$ cat src/shared/halt_wake_pkg.sv
/*
  Constants, register layout, carriers and state codes for the halt,
  wake-up and reset sequencer.
  Assumes a 20 MHz system clock and a 32-bit AHB-Lite register bus.
*/
`default_nettype none
package halt_wake_pkg;
  // start-up delay after every reset and wake-up, in system clocks
  localparam int unsigned STARTUP_CYCLES = 1024;
  localparam int unsigned CLK_PERIOD_NS  = 50;
  // watchdog base divider is 2**8; prescaler adds up to 2**7
  localparam int unsigned WDT_CNT_W      = 16;
  localparam logic [15:0] WDT_BASE       = 16'h0100;
  localparam logic [15:0] WDT_ONE        = 16'h0001;
  localparam logic [1:0]  INSTR_DIV_LAST = 2'h3;
  // register byte addresses
  localparam logic [31:0] CTRL_OFFSET    = 32'h0000_0000;
  localparam logic [31:0] STATUS_OFFSET  = 32'h0000_0004;
  // control field positions
  localparam int unsigned CTRL_MASK_LSB  = 0;
  localparam int unsigned CTRL_TWICE_BIT = 8;
  localparam int unsigned CTRL_WDTEN_BIT = 9;
  localparam int unsigned CTRL_RATIO_LSB = 10;
  localparam int unsigned CTRL_SRC_BIT   = 13;
  localparam int unsigned CTRL_W         = 14;
  localparam logic [13:0] CTRL_RESET     = 14'h1E00;
  // status field positions
  localparam int unsigned STAT_TO_BIT    = 0;
  localparam int unsigned STAT_PDF_BIT   = 1;
  localparam int unsigned STAT_STATE_LSB = 2;
  localparam int unsigned STAT_W         = 5;
  localparam logic [1:0]  HTRANS_NONSEQ  = 2'h2;
  localparam logic [31:0] ZERO_WORD      = 32'h0000_0000;

  // layout equals the control register bits 13..0
  typedef struct packed {
    logic       src_instr;
    logic [2:0] ratio;
    logic       wdt_en;
    logic       clr_twice;
    logic [7:0] pa_mask;
  } ctrl_type;

  typedef enum logic [2:0] {
    ST_HOLD  = 3'b000,
    ST_DELAY = 3'b001,
    ST_RUN   = 3'b010,
    ST_HALT  = 3'b011,
    ST_VEC   = 3'b100
  } seq_state_type;

  typedef enum logic [1:0] {
    DLY_CHIP = 2'b00,
    DLY_WARM = 2'b01,
    DLY_NEXT = 2'b10,
    DLY_VEC  = 2'b11
  } dly_kind_type;

  typedef struct packed {
    logic [2:0] state;
    logic       powerdown_flag;
    logic       to;
  } status_type;
endpackage
`default_nettype wire

$ cat src/core/halt_wake_reset_sequencer.sv
/*
  Halt, wake-up and reset sequencer of a small microcontroller, with its
  watchdog counter, reset-cause flags and an AHB-Lite register slave.
  Assumes the core reports halt and watchdog-clear instructions as
  one-cycle pulses and obeys core_reset_o, warm_reset_o and core_run_o;
  port pins, the reset pin and the watchdog oscillator are asynchronous.

  // How it works
  // - halt stops the system oscillator; watchdog oscillator keeps running
  // - memory and registers are retained unchanged during power-down
  // - halt entry clears watchdog and prescaler when on its own oscillator
  // - port pins hold their state throughout power-down
  // - halt sets powerdown flag, clears timeout; clear instruction clears it
  // - wake on external reset, interrupt, port A fall, watchdog overflow
  // - watchdog overflow in halt sets timeout and does a warm reset
  // - each port A pin is separately enabled as a wake source
  // - port wake resumes at the instruction after halt
  // - interrupt wake vectors only if enabled and stack not full
  // - an interrupt already pending at halt entry cannot wake
  // - every wake-up inserts 1024 system clocks before resuming
  // - vectored wake adds one more cycle; plain resume does not
  // - start-up delay of 1024 clocks on every reset and wake-up
  // - reset sources: pin in run, pin in halt, watchdog, bus reset
  // - timeout and powerdown flags encode the reset cause
  // - chip reset zeroes PC, disables interrupts, restarts watchdog
  // - chip resets reinitialise state; warm reset touches only PC and SP
  // - clear instruction clears watchdog; two-step option needs both
*/
`timescale 1ns/1ps
`default_nettype none
module halt_wake_reset_sequencer #(
  parameter int unsigned STARTUP_N = halt_wake_pkg::STARTUP_CYCLES,
  parameter int unsigned IRQ_N     = 6,
  parameter int unsigned PA_W      = 8
) (
  // clock and reset
  input  wire logic              ref_clk_i,
  input  wire logic              resetn_i,
  // AHB-Lite slave
  input  wire logic              hsel_i,
  input  wire logic [31:0]       haddr_i,
  input  wire logic [1:0]        htrans_i,
  input  wire logic              hwrite_i,
  input  wire logic [2:0]        hsize_i,
  input  wire logic [31:0]       hwdata_i,
  input  wire logic              hready_i,
  output logic      [31:0]       hrdata_o,
  output logic                   hreadyout_o,
  output logic                   hresp_o,
  // asynchronous pins
  input  wire logic              external_reset_pin_n_i,
  input  wire logic [PA_W-1:0]   pa_pins_i,
  input  wire logic              wdt_osc_i,
  // core events, same clock
  input  wire logic              halt_exec_i,
  input  wire logic              watchdog_clear_instruction_i,
  input  wire logic              wdt_clear1_i,
  input  wire logic              wdt_clear2_i,
  input  wire logic              usb_bus_reset_i,
  input  wire logic [IRQ_N-1:0]  irq_req_i,
  input  wire logic              irq_enable_i,
  input  wire logic              stack_full_i,
  // sequencing outputs
  output logic                   sys_osc_en_o,
  output logic                   retain_o,
  output logic                   port_hold_o,
  output logic                   core_reset_o,
  output logic                   warm_reset_o,
  output logic                   core_run_o,
  output logic                   resume_next_o,
  output logic                   resume_vector_o,
  output logic                   timeout_flag_o,
  output logic                   powerdown_flag_o
);
  localparam int unsigned CNT_W = $clog2(STARTUP_N);
  localparam logic [CNT_W-1:0] CNT_LAST = CNT_W'(STARTUP_N - 1);

  generate
    if (STARTUP_N < 2 || IRQ_N < 1 || PA_W < 1 || PA_W > 8) begin : g_bad
      $error("sequencer parameters out of range");
    end
  endgenerate

  halt_wake_pkg::ctrl_type      ctrl_r;
  halt_wake_pkg::seq_state_type state_r;
  halt_wake_pkg::seq_state_type state_nxt;
  halt_wake_pkg::dly_kind_type  kind_r;
  halt_wake_pkg::dly_kind_type  kind_nxt;
  logic [CNT_W-1:0]             dly_cnt_r;
  logic [15:0]                  wdt_cnt_r;
  logic [15:0]                  wdt_lim;
  logic [1:0]                   div_r;
  logic                         clr1_seen_r;
  logic                         clr2_seen_r;
  logic [IRQ_N-1:0]             armed_r;
  logic                         to_r;
  logic                         pdf_r;
  logic                         ext_s1_r;
  logic                         ext_s2_r;
  logic                         osc_s1_r;
  logic                         osc_s2_r;
  logic                         osc_s3_r;
  logic [PA_W-1:0]              pa_s1_r;
  logic [PA_W-1:0]              pa_s2_r;
  logic [PA_W-1:0]              pa_s3_r;
  logic                         wdt_tick;
  logic                         wdt_ovf;
  logic                         wdt_clr_ok;
  logic                         pa_wake;
  logic                         irq_wake;
  logic                         dly_done;
  logic                         halt_entry;
  logic                         rst_req;
  logic                         bus_take;
  logic                         wr_pend_r;
  logic [31:0]                  wr_addr_r;
  halt_wake_pkg::status_type    status;

  // two-flop synchronisers; edge detection compares the second stage with a third
  always_ff @(posedge ref_clk_i or negedge resetn_i) begin
    if (!resetn_i) begin
      ext_s1_r <= 1'b1;
      ext_s2_r <= 1'b1;
      osc_s1_r <= 1'b0;
      osc_s2_r <= 1'b0;
      osc_s3_r <= 1'b0;
      pa_s1_r  <= '1;
      pa_s2_r  <= '1;
      pa_s3_r  <= '1;
    end else begin
      ext_s1_r <= external_reset_pin_n_i;
      ext_s2_r <= ext_s1_r;
      osc_s1_r <= wdt_osc_i;
      osc_s2_r <= osc_s1_r;
      osc_s3_r <= osc_s2_r;
      pa_s1_r  <= pa_pins_i;
      pa_s2_r  <= pa_s1_r;
      pa_s3_r  <= pa_s2_r;
    end
  end

  assign halt_entry = (state_r == halt_wake_pkg::ST_RUN) && halt_exec_i;
  assign rst_req    = !ext_s2_r || usb_bus_reset_i;
  assign pa_wake    = |(pa_s3_r & ~pa_s2_r & ctrl_r.pa_mask[PA_W-1:0]);
  assign irq_wake   = |(irq_req_i & armed_r);
  assign dly_done   = (dly_cnt_r == CNT_LAST);

  // watchdog tick: own oscillator runs always; instruction clock is
  // stopped by halt, so that source loses protection while halted
  assign wdt_tick = ctrl_r.src_instr
                  ? (div_r == halt_wake_pkg::INSTR_DIV_LAST) &&
                    (state_r != halt_wake_pkg::ST_HALT)
                  : (osc_s2_r && !osc_s3_r);
  assign wdt_lim  = 16'((halt_wake_pkg::WDT_BASE << ctrl_r.ratio)
                        - halt_wake_pkg::WDT_ONE);
  assign wdt_ovf  = ctrl_r.wdt_en && wdt_tick && (wdt_cnt_r == wdt_lim) &&
                    ((state_r == halt_wake_pkg::ST_RUN) ||
                     (state_r == halt_wake_pkg::ST_HALT));
  assign wdt_clr_ok = ctrl_r.clr_twice
                    ? ((clr1_seen_r || wdt_clear1_i) &&
                       (clr2_seen_r || wdt_clear2_i))
                    : watchdog_clear_instruction_i;

  always_comb begin
    state_nxt = state_r;
    kind_nxt  = kind_r;
    if (rst_req) begin
      state_nxt = halt_wake_pkg::ST_HOLD;
      kind_nxt  = halt_wake_pkg::DLY_CHIP;
    end else begin
      unique case (state_r)
        halt_wake_pkg::ST_HOLD: begin
          state_nxt = halt_wake_pkg::ST_DELAY;
        end
        halt_wake_pkg::ST_DELAY: begin
          if (dly_done) begin
            state_nxt = (kind_r == halt_wake_pkg::DLY_VEC)
                      ? halt_wake_pkg::ST_VEC
                      : halt_wake_pkg::ST_RUN;
          end
        end
        halt_wake_pkg::ST_RUN: begin
          if (wdt_ovf) begin
            state_nxt = halt_wake_pkg::ST_DELAY;
            kind_nxt  = halt_wake_pkg::DLY_CHIP;
          end else if (halt_exec_i) begin
            state_nxt = halt_wake_pkg::ST_HALT;
          end
        end
        halt_wake_pkg::ST_HALT: begin
          if (wdt_ovf) begin
            state_nxt = halt_wake_pkg::ST_DELAY;
            kind_nxt  = halt_wake_pkg::DLY_WARM;
          end else if (irq_wake) begin
            state_nxt = halt_wake_pkg::ST_DELAY;
            kind_nxt  = (irq_enable_i && !stack_full_i)
                      ? halt_wake_pkg::DLY_VEC
                      : halt_wake_pkg::DLY_NEXT;
          end else if (pa_wake) begin
            state_nxt = halt_wake_pkg::ST_DELAY;
            kind_nxt  = halt_wake_pkg::DLY_NEXT;
          end
        end
        halt_wake_pkg::ST_VEC: begin
          state_nxt = halt_wake_pkg::ST_RUN;
        end
        default: begin
          state_nxt = halt_wake_pkg::ST_HOLD;
        end
      endcase
    end
  end

  // power-up starts straight into a chip-type start-up delay
  always_ff @(posedge ref_clk_i or negedge resetn_i) begin
    if (!resetn_i) begin
      state_r <= halt_wake_pkg::ST_DELAY;
      kind_r  <= halt_wake_pkg::DLY_CHIP;
    end else begin
      state_r <= state_nxt;
      kind_r  <= kind_nxt;
    end
  end

  // counts restarted system clocks; restarts on every delay entry
  always_ff @(posedge ref_clk_i or negedge resetn_i) begin
    if (!resetn_i) begin
      dly_cnt_r <= '0;
    end else if (state_r != halt_wake_pkg::ST_DELAY ||
                 state_nxt != halt_wake_pkg::ST_DELAY) begin
      dly_cnt_r <= '0;
    end else begin
      dly_cnt_r <= dly_cnt_r + 1'b1;
    end
  end

  // interrupts already pending at halt entry are not armed
  always_ff @(posedge ref_clk_i or negedge resetn_i) begin
    if (!resetn_i) begin
      armed_r <= '0;
    end else if (halt_entry) begin
      armed_r <= ~irq_req_i;
    end
  end

  always_ff @(posedge ref_clk_i or negedge resetn_i) begin
    if (!resetn_i) begin
      div_r <= '0;
    end else begin
      div_r <= div_r + 1'b1;
    end
  end

  always_ff @(posedge ref_clk_i or negedge resetn_i) begin
    if (!resetn_i) begin
      clr1_seen_r <= 1'b0;
      clr2_seen_r <= 1'b0;
    end else if (wdt_clr_ok || state_r != halt_wake_pkg::ST_RUN) begin
      clr1_seen_r <= 1'b0;
      clr2_seen_r <= 1'b0;
    end else begin
      clr1_seen_r <= clr1_seen_r || wdt_clear1_i;
      clr2_seen_r <= clr2_seen_r || wdt_clear2_i;
    end
  end

  always_ff @(posedge ref_clk_i or negedge resetn_i) begin
    if (!resetn_i) begin
      wdt_cnt_r <= '0;
    end else if (rst_req || state_r == halt_wake_pkg::ST_HOLD) begin
      wdt_cnt_r <= '0;
    end else if (halt_entry && !ctrl_r.src_instr) begin
      wdt_cnt_r <= '0;
    end else if (state_r == halt_wake_pkg::ST_RUN && wdt_clr_ok) begin
      wdt_cnt_r <= '0;
    end else if (wdt_ovf) begin
      wdt_cnt_r <= '0;
    end else if (wdt_tick && ctrl_r.wdt_en) begin
      wdt_cnt_r <= wdt_cnt_r + 1'b1;
    end
  end

  // reset-cause flags; halt entry wins over a clear in the same cycle
  always_ff @(posedge ref_clk_i or negedge resetn_i) begin
    if (!resetn_i) begin
      to_r  <= 1'b0;
      pdf_r <= 1'b0;
    end else if (rst_req && state_r == halt_wake_pkg::ST_HALT) begin
      to_r  <= 1'b0;
      pdf_r <= 1'b1;
    end else if (rst_req) begin
      to_r  <= to_r;
      pdf_r <= pdf_r;
    end else if (wdt_ovf) begin
      to_r  <= 1'b1;
      pdf_r <= (state_r == halt_wake_pkg::ST_HALT) ? 1'b1 : pdf_r;
    end else if (halt_entry) begin
      to_r  <= 1'b0;
      pdf_r <= 1'b1;
    end else if (state_r == halt_wake_pkg::ST_RUN && wdt_clr_ok) begin
      pdf_r <= 1'b0;
    end
  end

  // outputs except the two flags follow the next state so they change with it; the flag outputs copy to_r and pdf_r a cycle late
  always_ff @(posedge ref_clk_i or negedge resetn_i) begin
    if (!resetn_i) begin
      sys_osc_en_o     <= 1'b1;
      retain_o         <= 1'b0;
      port_hold_o      <= 1'b0;
      core_reset_o     <= 1'b1;
      warm_reset_o     <= 1'b0;
      core_run_o       <= 1'b0;
      resume_next_o    <= 1'b0;
      resume_vector_o  <= 1'b0;
      timeout_flag_o   <= 1'b0;
      powerdown_flag_o <= 1'b0;
    end else begin
      sys_osc_en_o  <= (state_nxt != halt_wake_pkg::ST_HALT);
      // wake and warm delays keep memory and registers; port pins are held only in halt
      retain_o      <= (state_nxt == halt_wake_pkg::ST_HALT) ||
                       (state_nxt == halt_wake_pkg::ST_DELAY &&
                        kind_nxt != halt_wake_pkg::DLY_CHIP);
      port_hold_o   <= (state_nxt == halt_wake_pkg::ST_HALT);
      core_reset_o  <= (state_nxt == halt_wake_pkg::ST_HOLD) ||
                       (state_nxt == halt_wake_pkg::ST_DELAY &&
                        kind_nxt == halt_wake_pkg::DLY_CHIP);
      warm_reset_o  <= (state_nxt == halt_wake_pkg::ST_DELAY &&
                        kind_nxt == halt_wake_pkg::DLY_WARM);
      core_run_o    <= (state_nxt == halt_wake_pkg::ST_RUN);
      resume_next_o <= (state_r == halt_wake_pkg::ST_DELAY) && dly_done &&
                       !rst_req && (kind_r == halt_wake_pkg::DLY_NEXT);
      resume_vector_o  <= (state_r == halt_wake_pkg::ST_VEC) &&
                          !rst_req;
      timeout_flag_o   <= to_r;
      powerdown_flag_o <= pdf_r;
    end
  end

  // AHB-Lite slave: zero wait states, always OKAY
  assign bus_take = hsel_i && hready_i && htrans_i[1];
  assign status   = '{state: state_r, powerdown_flag: pdf_r, to: to_r};

  always_ff @(posedge ref_clk_i or negedge resetn_i) begin
    if (!resetn_i) begin
      wr_pend_r   <= 1'b0;
      wr_addr_r   <= '0;
      hrdata_o    <= '0;
      hreadyout_o <= 1'b1;
      hresp_o     <= 1'b0;
    end else begin
      wr_pend_r   <= bus_take && hwrite_i;
      wr_addr_r   <= bus_take ? haddr_i : wr_addr_r;
      hreadyout_o <= 1'b1;
      hresp_o     <= 1'b0;
      if (bus_take && !hwrite_i && haddr_i == halt_wake_pkg::CTRL_OFFSET) begin
        hrdata_o <= {18'h0_0000, ctrl_r};
      end else if (bus_take && !hwrite_i &&
                   haddr_i == halt_wake_pkg::STATUS_OFFSET) begin
        hrdata_o <= {27'h000_0000, status};
      end else begin
        hrdata_o <= halt_wake_pkg::ZERO_WORD;
      end
    end
  end

  always_ff @(posedge ref_clk_i or negedge resetn_i) begin
    if (!resetn_i) begin
      ctrl_r <= halt_wake_pkg::CTRL_RESET;
    end else if (wr_pend_r && wr_addr_r == halt_wake_pkg::CTRL_OFFSET) begin
      ctrl_r <= hwdata_i[halt_wake_pkg::CTRL_W-1:0];
    end
  end

  // helper: length of the current delay, seen only by checks
  logic [15:0] chk_len_r;
  always_ff @(posedge ref_clk_i or negedge resetn_i) begin
    if (!resetn_i) begin
      chk_len_r <= '0;
    end else if (state_r == halt_wake_pkg::ST_DELAY) begin
      chk_len_r <= chk_len_r + 1'b1;
    end else begin
      chk_len_r <= '0;
    end
  end

  chk_osc_stopped: assert property (@(posedge ref_clk_i) disable iff (!resetn_i)
    state_r == halt_wake_pkg::ST_HALT |-> !sys_osc_en_o && port_hold_o)
    else $error("oscillator or port hold wrong while halted");

  chk_halt_flags: assert property (@(posedge ref_clk_i) disable iff (!resetn_i)
    halt_entry && !rst_req && !wdt_ovf |=> ##1 powerdown_flag_o && !timeout_flag_o)
    else $error("halt entry did not set flags");

  chk_wdt_restart: assert property (@(posedge ref_clk_i) disable iff (!resetn_i)
    halt_entry && !rst_req && !ctrl_r.src_instr |=> wdt_cnt_r == 16'h0000)
    else $error("watchdog not cleared on halt entry");

  chk_delay_length: assert property (@(posedge ref_clk_i) disable iff (!resetn_i)
    state_r == halt_wake_pkg::ST_DELAY && !rst_req &&
    state_nxt != halt_wake_pkg::ST_DELAY |-> chk_len_r == 16'(STARTUP_N - 1))
    else $error("start-up delay has wrong length");

  chk_vector_extra: assert property (@(posedge ref_clk_i) disable iff (!resetn_i)
    resume_vector_o |-> $past(state_r, 2) == halt_wake_pkg::ST_DELAY &&
                        $past(kind_r, 2) == halt_wake_pkg::DLY_VEC)
    else $error("vectored resume without extra cycle");

  chk_warm_reset: assert property (@(posedge ref_clk_i) disable iff (!resetn_i)
    state_r == halt_wake_pkg::ST_HALT && wdt_ovf && !rst_req |=>
    ##1 warm_reset_o && !core_reset_o && timeout_flag_o && powerdown_flag_o)
    else $error("watchdog wake did not warm reset");

  chk_stale_irq: assert property (@(posedge ref_clk_i) disable iff (!resetn_i)
    state_r == halt_wake_pkg::ST_HALT && !irq_wake && !pa_wake &&
    !wdt_ovf && !rst_req |=> state_r == halt_wake_pkg::ST_HALT)
    else $error("left halt without a wake event");

  chk_plain_resume: assert property (@(posedge ref_clk_i) disable iff (!resetn_i)
    resume_next_o |-> core_run_o && !resume_vector_o)
    else $error("plain resume not immediate");

  chk_bus_okay: assert property (@(posedge ref_clk_i) disable iff (!resetn_i)
    hreadyout_o && !hresp_o)
    else $error("bus answer not OKAY and ready");
endmodule // halt_wake_reset_sequencer
`default_nettype wire

$ cat config.mk
export PLATFORM = sky130hd
export DESIGN_NAME = halt_wake_reset_sequencer
export DESIGN_NICKNAME = d
export VERILOG_FILES = /design/src/shared/halt_wake_pkg.sv /design/src/core/halt_wake_reset_sequencer.sv
export SDC_FILE = /design/constraint.sdc
export NUM_CORES = 1
export LEC_CHECK = 0
export ABC_AREA = 1
export BUFFER_PORTS_ARGS = -buffer_cell sky130_fd_sc_hd__buf_4
export CORE_UTILIZATION = 45
export CTS_CLUSTER_SIZE = 30
export DETAILED_ROUTE_END_ITERATION = 10
export PLACE_DENSITY = 0.68
export SYNTH_ARGS = -nofsm -noshare
export SYNTH_HDL_FRONTEND = slang
export SYNTH_SLANG_ARGS = --single-unit
$ cat constraint.sdc
create_clock -name ref_clk_i -period 5.2 [get_ports ref_clk_i]
set_input_delay 1.3 -clock ref_clk_i [delete_from_list [all_inputs] [get_ports ref_clk_i]]
set_output_delay 1.3 -clock ref_clk_i [all_outputs]
set_load 0.05 [all_outputs]
==> flow_metrics.py, run 1 <==
metrics = {
    "run_status": {
        "outcome": "finished, final reports clean",
    },
    "yosys": {
        "synth.avg_cell_area_um2": 9.287,
        "synth_edf_count": 0,
        "synthArstFlopShare_pct": 100.0,
        "ys.flop_type": "dfrtp_1",
        "synth_cell_types": 45,
        "ys_seq_area_share_pct": 56.98,
        "post-synth-top-area-cell": "dfrtp_1",
        "syn_inst": 684,
        "yosys-top-cells-area": "dfrtp_1 (43%), dfstp_2 (14%), nand2_1 (8.6%)",
        "synth.top_cell.area_share_pct": 43.33,
        "synth_seq_cells": 143,
        "synth_area_mm2": 0.006352,
        "ys_warn_count": 0,
    },
    "power_and_ir_drop": {
        "total_power_uw": 2527,
        "p_per_area_mw_per_mm2": 326.2,
        "p_leak_uw": 0.003804,
        "ir_worst_vdd_mv": 0.2044,
    },
    "timing": {
        "maxSlewViolCount": 0,
        "setup_viol": 0,
        "fin_skew_ns": 0.007813,
        "min_period_ns": 2.792,
        "fin_crit_sh_pct": 53.70,
        "slew_headroom_pct": 35.41,
        "rsz0062_at_grt": "no",
        "setup_tns_ns": 0,
        "fmax_mhz": 358.1,
        "worst_pin_slew_ns": 0.9689,
        "finalHoldViolCount": 0,
    },
    "cells_and_area": {
        "area_growth_pct": 21.94,
        "instances_no_fill": 981,
        "diodes": 0,
        "drive_gt1_share_pct": 26.22,
        "nets": 888,
        "fill_cells": 1195,
    },
    "floorplanning": {
        "num_rows": 43,
        "fp.coreArea_mm2": 0.01383,
        "pin_count": 141,
        "chipHeight_um": 120.8,
        "die_area_mm2": 0.01460,
        "die_x_um": 120.8,
        "start_util_pct": 45.94,
    },
    "clock_network": {
        "post_cts_buffers": 0,
        "ctsHoldBuffers": 0,
        "clk_path_buf_depth": 2,
        "clkTransAtPathRegs_ns": 0.06,
        "clk_latency_ns": 0.42,
        "cts_root_buffer": "clkbuf_16",
        "cts.sinks": 143,
        "cts_buffers": 17,
        "htree_num_levels": 4,
        "postCtsResizedCells": 0,
        "cts_tree": "yes",
    },
    "place": {
        "hpwl_mm": 9.527,
        "place_inst": 949,
        "gp_congestion": 0.9036,
        "portBuffers": 98,
    },
    "global_route": {
        "track_usage_pct": 20.05,
        "grt_pass1_wl_mm": 22.63,
        "antenna_found_initial": 0,
        "grt_max_degree": 109,
        "grt_overflow": 0,
        "grt_pass1_vias": 4887,
    },
    "routing": {
        "vias": 4808,
        "drt-pass1-iter-count": 5,
        "antenna_left": 0,
        "wirelength_mm": 13.34,
        "post_drt_wl_per_cell_um": 13.60,
        "routed_via_density": 4.901,
        "drt_iter0_markers": 260,
        "drc": 0,
    },
    "worst_setup_path": {
        "start_kind": "input port",
        "cp.required_ns": 5.49,
        "crit_path_end_kind": "flip-flop",
        "critPathKind": "input port to flip-flop",
        "arrival_ns": 3.08,
        "crit_fanout": 14,
    },
    "min_path": {
        "min_path_type": "flip-flop to flip-flop",
    },
    "run": {
        "max-cap-violations": 0,
    },
}
## per-layer routing
metal	GRT usage, %	routed length, um	share of wire [%]	vias up
met5	0	0	0	-
met4	9.105	333	2.5	0
met3	4.292	537	4.0	26
met2	33.44	6571	49	150
met1	24.98	5895	44	2288
li1	-	-	-	2344
## worst max-delay path, stage by stage
cell,delay (ns)
buf_4,0.11
or2_0,0.43
nor2_1,0.23
nand2_1,0.09
a21oi_2,0.15
nand2_1,0.33
nand3_1,0.23
xor2_1,0.16
nor2_1,0.05
## cell usage in the layout, fill, tap and decap left out, types with 2 or more instances in the layout
master     instances
nand2_1          145
dfrtp_1          110
buf_4            100
inv_1             82
nor2_1            52
nand3_1           49
o21ai_0           42
dfstp_2           33
conb_1            20
clkbuf_16         18
nor2_2            15
xor2_1            14
nand4_1           13
a21oi_1           11
nor4_1             9
nor3_1             8
nand2_2            7
mux2_2             6
nand3b_1           5
o21ai_1            5
clkinv_2           5
nor3b_1            4
inv_2              4
or2_2              4
clkbuf_8           4
clkbuf_1           4
xnor2_1            3
o22ai_1            3
ha_1               3
nor2_4             2
or2_0              2
nor4_4             2
## Yosys cell counts (2+ instances only)
| library cell | number |
|---|---|
| nand3_1 | 49 |
| nand2_2 | 7 |
| dfstp_2 | 33 |
| dfrtp_1 | 110 |
| nand2_1 | 145 |
| nor3_1 | 8 |
| inv_1 | 82 |
| nor2_2 | 15 |
| o21ai_0 | 42 |
| nor2_4 | 2 |
| xnor2_1 | 3 |
| a21oi_1 | 11 |
| o21ai_1 | 5 |
| ha_1 | 3 |
| buf_4 | 21 |
| nand3b_1 | 5 |
| nor4_4 | 2 |
| xor2_1 | 14 |
| or2_2 | 4 |
| conb_1 | 2 |
| inv_2 | 4 |
| o22ai_1 | 3 |
| nor3b_1 | 4 |
| nand4_1 | 13 |
| mux2_2 | 6 |
| nor2_1 | 52 |
| nor4_1 | 9 |
| clkbuf_1 | 8 |
| or2_0 | 2 |
| buf_2 | 5 |
## registers in the layout, summed over array words and instances, names as in the netlist, 2 cells and up
| register | flops |
|---|---|
| pa_s3_r | 8 |
| hrdata_o | 14 |
| div_r | 2 |
| pa_s2_r | 8 |
| armed_r | 6 |
| wr_addr_r | 32 |
| ctrl_r | 14 |
| kind_r | 2 |
| dly_cnt_r | 10 |
| state_r | 3 |
| wdt_cnt_r | 16 |
| pa_s1_r | 8 |
## where the power goes
part | total, uW | switching [uW] | internal [uW]
Combinational | 202 | 124 | 78.2
Clock | 1110 | 425 | 685
Sequential | 1220 | 33.0 | 1180
Total | 2530 | 582 | 1950
## final timing paths
check | startpoint | cells after the start | endpoint | slack (ns)
hold reg to reg | osc_s1_r$_DFF_PN0_ | 0 | osc_s2_r$_DFF_PN0_ | 0.35
setup / recovery | usb_bus_reset_i | 9 | wdt_cnt_r[15]$_DFFE_PN0P_ | 2.41
setup reg to reg | wr_addr_r[3]$_DFFE_PN0P_ | 5 | ctrl_r[5]$_DFFE_PN0P_ | 2.74
max in group asynchronous | resetn_i | 2 | core_reset_o$_DFF_PN1_ | 3.20
hold / removal | osc_s1_r$_DFF_PN0_ | 0 | osc_s2_r$_DFF_PN0_ | 0.35
min in group asynchronous | resetn_i | 1 | wr_addr_r[11]$_DFFE_PN0P_ | 0.96
## kinds of logic (layout without fill, tap and decap cells)
logic type,after synthesis,count (layout),share of synthesized area (%)
compound gates,65,65,5.515
xor+xnor,17,17,2.344
fa+ha+maj,3,3,0.5910
buf+inv,121,220,8.489
flops,143,143,56.98
mux,6,6,1.064
other cells,2,20,0.1182
simple gates,327,327,24.90
## stage by stage
stage	hold WS, ns	cell area, um^2	setup slack, ns	utilization, %
global placement	0.3426	7194	2.044	52.03
detailed placement	0.3379	7194	2.001	52.03
floorplan	0.3312	6420	2.552	-
CTS	0.3503	7746	2.454	56.02
finish	0.3469	7746	2.408	56.02
global route	0.3542	7746	2.254	56.02
## cell type report
cell class	instances	area, um^2	share of cell area (%)
Clock buffer	26	520.5	6.719
Sequential cell	143	3620	46.73
Tap cell	180	225.2	2.907
Clock inverter	6	31.28	0.4038
Multi-Input combinational cell	438	2261	29.19
Timing Repair Buffer	101	762.0	9.837
Inverter	87	326.6	4.216
(Power assumes the default switching activity.)
==> inputs of run 2 (changes only) <==
==> constraint.sdc (replaced) <==
create_clock -name ref_clk_i -period 2.6 [get_ports ref_clk_i]
set_input_delay 0.65 -clock ref_clk_i [delete_from_list [all_inputs] [get_ports ref_clk_i]]
set_output_delay 0.65 -clock ref_clk_i [all_outputs]
set_load 0.05 [all_outputs]
==> run 2 against run 1 <==
Against the previous run: total power is 120% higher; via count increased by 0.31%; clock skew rose by 0.0041 ns; global-route usage up 0.36 points; critical path depth is the same; register-to-register slack worse by 2.2 ns; highest routed layer unchanged; hold slack lost 0.12 ns; cell area up 2.2%; first-iteration DRC count rose by 27%; non-clock buffer count rose by 7; clock power is 140% higher.
==> flow_metrics.py, run 2 (synthesis results as in run 1) <==
metrics = {
    "routing": {
        "antenna_left": 0,
        "wl_met1_mm": 6.088,
        "post_drt_wl_per_cell_um": 13.68,
        "top_layer_used": "met4",
        "drt-pass1-iter-count": 4,
        "wl_met3_um": 516,
        "drc": 0,
        "drt_iter0_markers": 329,
        "dr_wl_met2_mm": 6.636,
        "wirelength_mm": 13.51,
        "vias": 4823,
        "routed_via_density": 4.882,
    },
    "worst_setup_path": {
        "critPathKind": "flip-flop to flip-flop",
        "reg2reg_slack_ns": 0.49,
        "r2r-start": "ext_s2_r$_DFF_PN1_",
        "reg2reg_depth": 9,
        "critPathCapture": "wdt_cnt_r[12]$_DFFE_PN0P_",
        "cp-startpoint": "ext_s2_r$_DFF_PN1_",
        "cp.required_ns": 2.88,
        "start_kind": "flip-flop",
        "r2r_end": "wdt_cnt_r[12]$_DFFE_PN0P_",
        "crit_fanout": 14,
        "arrival_ns": 2.39,
        "crit_path_end_kind": "flip-flop",
    },
    "timing": {
        "fin_skew_ns": 0.01196,
        "holdWs_ns": 0.2229,
        "rsz0062_at_grt": "no",
        "min_period_ns": 2.109,
        "fmax_mhz": 474.2,
        "setup_tns_ns": 0,
        "setup_viol": 0,
        "finalHoldViolCount": 0,
        "slew_headroom_pct": 59.56,
        "maxSlewViolCount": 0,
        "fin_crit_sh_pct": 81.11,
        "worst_pin_slew_ns": 0.6021,
    },
    "floorplanning": {
        "die_area_mm2": 0.01460,
        "pin_count": 141,
        "die_x_um": 120.8,
        "fp.coreArea_mm2": 0.01383,
        "chipHeight_um": 120.8,
        "num_rows": 43,
        "start_util_pct": 45.94,
    },
    "cells_and_area": {
        "largest_register_ffs": 32,
        "final_cell_mix": "nand2_1 (145), dfrtp_1 (110), buf_4 (106)",
        "instances_no_fill": 988,
        "area_growth_pct": 24.64,
        "largest-register": "wr_addr_r",
        "diodes": 0,
        "nets": 895,
        "drive_gt1_share_pct": 27.10,
        "final_area_mm2": 0.007918,
        "largest_registers": "wr_addr_r (32), wdt_cnt_r (16)",
        "layout_commonest_cell": "nand2_1",
    },
    "clock_network": {
        "htree_num_levels": 4,
        "cts_buffers": 17,
        "clk_latency_ns": 0.42,
        "ctsHoldBuffers": 0,
        "cts_tree": "yes",
        "cts_root_buffer": "clkbuf_16",
        "clkTransAtPathRegs_ns": 0.06,
        "clk_path_buf_depth": 2,
        "postCtsResizedCells": 0,
        "cts.sinks": 143,
        "post_cts_buffers": 0,
    },
    "global_route": {
        "grt_pass1_vias": 4813,
        "track_usage_pct": 20.41,
        "grt_pass1_wl_mm": 22.93,
        "grt_max_degree": 66,
        "grt_overflow": 0,
        "antenna_found_initial": 0,
    },
    "place": {
        "post_dp_cell_area_mm2": 0.007259,
        "hpwl_mm": 9.788,
        "portBuffers": 98,
        "place_inst": 956,
        "gp_congestion": 0.9265,
    },
    "power_and_ir_drop": {
        "p_leak_uw": 0.003879,
        "ir_worst_vdd_mv": 0.4337,
        "total_power_uw": 5510,
        "p_per_area_mw_per_mm2": 695.9,
    },
    "run": {
        "max-cap-violations": 0,
    },
    "run_status": {
        "outcome": "finished, final reports clean",
    },
    "min_path": {
        "min_path_type": "input port to asynchronous set/reset pin",
    },
}
==> run 2: cell types whose count changed in the layout (fill, tap and decap cells not counted), sizes merged <==
| cell | delta |
|---|---|
| buf | +7 |
| bufinv | +5 |
| clkbuf | -4 |
| clkinv | -2 |
| clkinvlp | +2 |
| inv | -1 |
==> run 2: worst max-delay path, stage by stage (launching register included) <==
cell and delay, ns:
dfstp_2 0.52, inv_1 0.03, or2_0 0.25, nor2_1 0.19, nand2_1 0.09, a21oi_2 0.16, nand2_1 0.32, nand3_1 0.20
xor2_1 0.16, nor2_1 0.06
==> run 2: layout make-up <==
class                           instances  area (um^2)
Tap cell                              180        225.2
Inverter                               87        326.6
Clock inverter                         10        183.9
Sequential cell                       143         3620
Multi-Input combinational cell        438         2261
Timing Repair Buffer                  108        827.0
Fill cell                            1196         5909
Clock buffer                           22        474.2
==> run 2: how the worst min path moves through the flow <==
| stage | cells past startpoint | from | to |
|---|---|---|---|
| after CTS | 1 | resetn_i | armed_r[1]$_DFFE_PN0P_ |
| after floorplan | 0 | osc_s1_r$_DFF_PN0_ | osc_s2_r$_DFF_PN0_ |
| after global placement | 0 | osc_s1_r$_DFF_PN0_ | osc_s2_r$_DFF_PN0_ |
| final | 1 | resetn_i | armed_r[1]$_DFFE_PN0P_ |
| after global routing | 1 | resetn_i | armed_r[5]$_DFFE_PN0P_ |
| after detailed placement | 0 | osc_s1_r$_DFF_PN0_ | osc_s2_r$_DFF_PN0_ |
==> run 2: routing by layer <==
metal / GRT usage (%) / up-vias
li1: - / 2367
met4: 8.719 / 0
met5: 0 / -
met3: 4.481 / 21
met1: 26.31 / 2296
met2: 33.19 / 139
==> run 2: where the power goes <==
group	switching (uW)	internal [uW]	total [uW]
clock network	887	1780	2660
registers	66.9	2360	2430
logic	251	165	416
==> run 2: per-stage QoR <==
stage	setup slack [ns]	util, %
final	0.4912	57.26
after global routing	0.2421	57.26
after CTS	0.5094	57.26
after detailed placement	0.2749	52.50
after global placement	0.3188	52.50
after floorplan	0.6017	-
==> inputs of run 3 (changes only) <==
--- a/config.mk
+++ b/config.mk
@@ -10,7 +10,7 @@
 export CORE_UTILIZATION = 45
 export CTS_CLUSTER_SIZE = 30
 export DETAILED_ROUTE_END_ITERATION = 10
-export PLACE_DENSITY = 0.68
+export PLACE_DENSITY = 0.71
 export SYNTH_ARGS = -nofsm -noshare
 export SYNTH_HDL_FRONTEND = slang
 export SYNTH_SLANG_ARGS = --single-unit
==> constraint.sdc (replaced) <==
create_clock -name ref_clk_i -period 1.93 [get_ports ref_clk_i]
set_input_delay 0.4825 -clock ref_clk_i [delete_from_list [all_inputs] [get_ports ref_clk_i]]
set_output_delay 0.4825 -clock ref_clk_i [all_outputs]
set_load 0.05 [all_outputs]
==> run 3 against run 2 <==
Against the previous run: the flow now finishes with violations (negative setup slack); fmax increased by 7.7%; die area is the same; non-clock buffer count increased by 49; critical endpoint is now dly_cnt_r[1]$_DFF_PN0_.
==> flow_metrics.py, run 3 (synthesis results as in run 1) <==
metrics = {
    "timing": {
        "fmax_mhz": 510.5,
        "setup_tns_ns": -0.1798,
        "fin_skew_ns": 0.009687,
        "fin_crit_sh_pct": 101.5,
        "maxSlewViolCount": 0,
        "setup_viol": 10,
        "rsz0062_at_grt": "yes",
        "min_period_ns": 1.959,
        "finalHoldViolCount": 0,
        "layout_setup_ws_ns": -0.02881,
    },
    "clock_network": {
        "cts.sinks": 143,
        "clkTransAtPathRegs_ns": 0.06,
        "clk_latency_ns": 0.42,
        "cts_buffers": 17,
        "clk_path_buf_depth": 2,
        "cts_tree": "yes",
        "cts_root_buffer": "clkbuf_16",
        "htree_num_levels": 4,
    },
    "worst_setup_path": {
        "cp_top_family": "simple AND/OR/NAND/NOR gates",
        "start_kind": "flip-flop",
        "crit_path_end_kind": "flip-flop",
        "crit_fanout": 7,
        "path_buf_inv": 1,
        "r2r-start": "ctrl_r[12]$_DFFE_PN1P_",
        "r2r_end": "dly_cnt_r[1]$_DFF_PN0_",
        "slowest_stage": "dfstp_2",
        "cp-startpoint": "ctrl_r[12]$_DFFE_PN1P_",
        "cp_num_cells": 12,
        "critPathCapture": "dly_cnt_r[1]$_DFF_PN0_",
        "critPathKind": "flip-flop to flip-flop",
        "arrival_ns": 2.31,
        "reg2reg_slack_ns": -0.03,
        "slowest_delay_ns": 0.64,
        "reg2reg_depth": 12,
        "cp.required_ns": 2.28,
        "crit_chain": "inv_2, nand2_1, nand2_2, nor2_2, nand3_2, nor2_4, nand3_2, nand2_2, nand2_4, nor2_8, nand2_4, nor2_2",
    },
    "floorplanning": {
        "die_area_mm2": 0.01460,
        "num_rows": 43,
        "chipHeight_um": 120.8,
        "start_util_pct": 45.94,
        "pin_count": 141,
        "die_x_um": 120.8,
        "fp.coreArea_mm2": 0.01383,
    },
    "cells_and_area": {
        "diodes": 0,
        "largest-register": "wr_addr_r",
        "largest_register_ffs": 32,
        "nets": 945,
        "fill_cells": 1164,
        "instances_no_fill": 1038,
        "area_growth_pct": 32.46,
        "largest_registers": "wr_addr_r (32), wdt_cnt_r (16)",
        "layout_commonest_cell": "buf_4",
        "drive_gt1_share_pct": 34.50,
        "final_cell_mix": "buf_4 (152), nand2_1 (137), dfrtp_1 (110)",
    },
    "global_route": {
        "grt_max_degree": 60,
        "antenna_found_initial": 0,
        "grt_pass1_vias": 4755,
        "grt_pass1_wl_mm": 22.85,
        "grt_overflow": 0,
        "track_usage_pct": 20.49,
    },
    "min_path": {
        "hold_depth": 1,
        "min_path_type": "input port to flip-flop",
    },
    "routing": {
        "post_drt_wl_per_cell_um": 13.59,
        "routed_via_density": 4.789,
        "antenna_left": 0,
        "drc": 0,
        "vias": 4971,
        "drt_iter0_markers": 299,
        "wirelength_mm": 14.11,
        "drt-pass1-iter-count": 4,
    },
    "place": {
        "hpwl_mm": 10.00,
        "gp_congestion": 0.9086,
        "portBuffers": 98,
        "place_inst": 993,
    },
    "power_and_ir_drop": {
        "ir_worst_vdd_mv": 0.5943,
        "total_power_uw": 7079,
        "p_leak_uw": 0.004162,
        "p_per_area_mw_per_mm2": 841.3,
    },
    "run_status": {
        "violations": "negative setup slack",
        "outcome": "finished, violations left",
    },
    "run": {
        "max-cap-violations": 0,
    },
}
run 3: changes by cell type in the layout (fill, tap and decap cells not counted), sizes merged:
cell,before,now
buf,108,156
bufinv,5,1
clkinv,4,2
nand2,154,155
dlygate4sd3,0,1
inv,86,92
run 3: area by class of cell:
class / instances / area, um^2 / share of cell area, %
Sequential cell: 143 / 3620 / 43.02
Multi-Input combinational cell: 439 / 2437 / 28.97
Timing Repair Buffer: 157 / 1222 / 14.53
Clock buffer: 22 / 485.5 / 5.770
Inverter: 87 / 326.6 / 3.881
Tap cell: 180 / 225.2 / 2.677
Clock inverter: 10 / 97.59 / 1.160
run 3: per-stage QoR:
step	instance area (um^2)	util, %	setup WS [ns]	hold WS (ns)
floorplan	6420	-	0.08257	0.1869
global placement	7562	54.69	-0.09255	0.3320
detailed placement	7562	54.69	-0.1350	0.3468
CTS	8168	59.07	0.003734	0.1479
global route	8414	60.85	-0.1405	0.1490
finish	8414	60.85	-0.02881	0.1652
run 3: where the power goes:
| group | switching [uW] | total (uW) | internal [uW] |
|---|---|---|---|
| clock | 1290 | 3220 | 1930 |
| combinational | 342 | 586 | 244 |
| sequential | 90.3 | 3270 | 3180 |
run 3: timing repair:
action	4_1_cts	5_1_grt
resized for setup	3	40
pin swaps	1	18
setup endpoints to repair	6	40
buffers inserted	1	10
endpoints found under the hold margin	37	0
cloned	0	1
hold buffers	1	0
run 3: worst min path at each step:
| stage | start | to |
|---|---|---|
| global placement | osc_s1_r$_DFF_PN0_ | osc_s2_r$_DFF_PN0_ |
| finish | pa_pins_i[2] | pa_s1_r[2]$_DFF_PN1_ |
| floorplan | resetn_i | armed_r[0]$_DFFE_PN0P_ |
| global route | pa_pins_i[2] | pa_s1_r[2]$_DFF_PN1_ |
| CTS | pa_pins_i[2] | pa_s1_r[2]$_DFF_PN1_ |
| detailed placement | pa_s1_r[0]$_DFF_PN1_ | pa_s2_r[0]$_DFF_PN1_ |
run 3: routing by layer:
layer | track usage [%] | vias up | share of wire (%)
met5 | 0 | - | 0
met4 | 8.179 | 0 | 1.9
met3 | 4.151 | 19 | 4.1
met2 | 33.23 | 128 | 49
met1 | 26.99 | 2351 | 44
li1 | - | 2473 | -
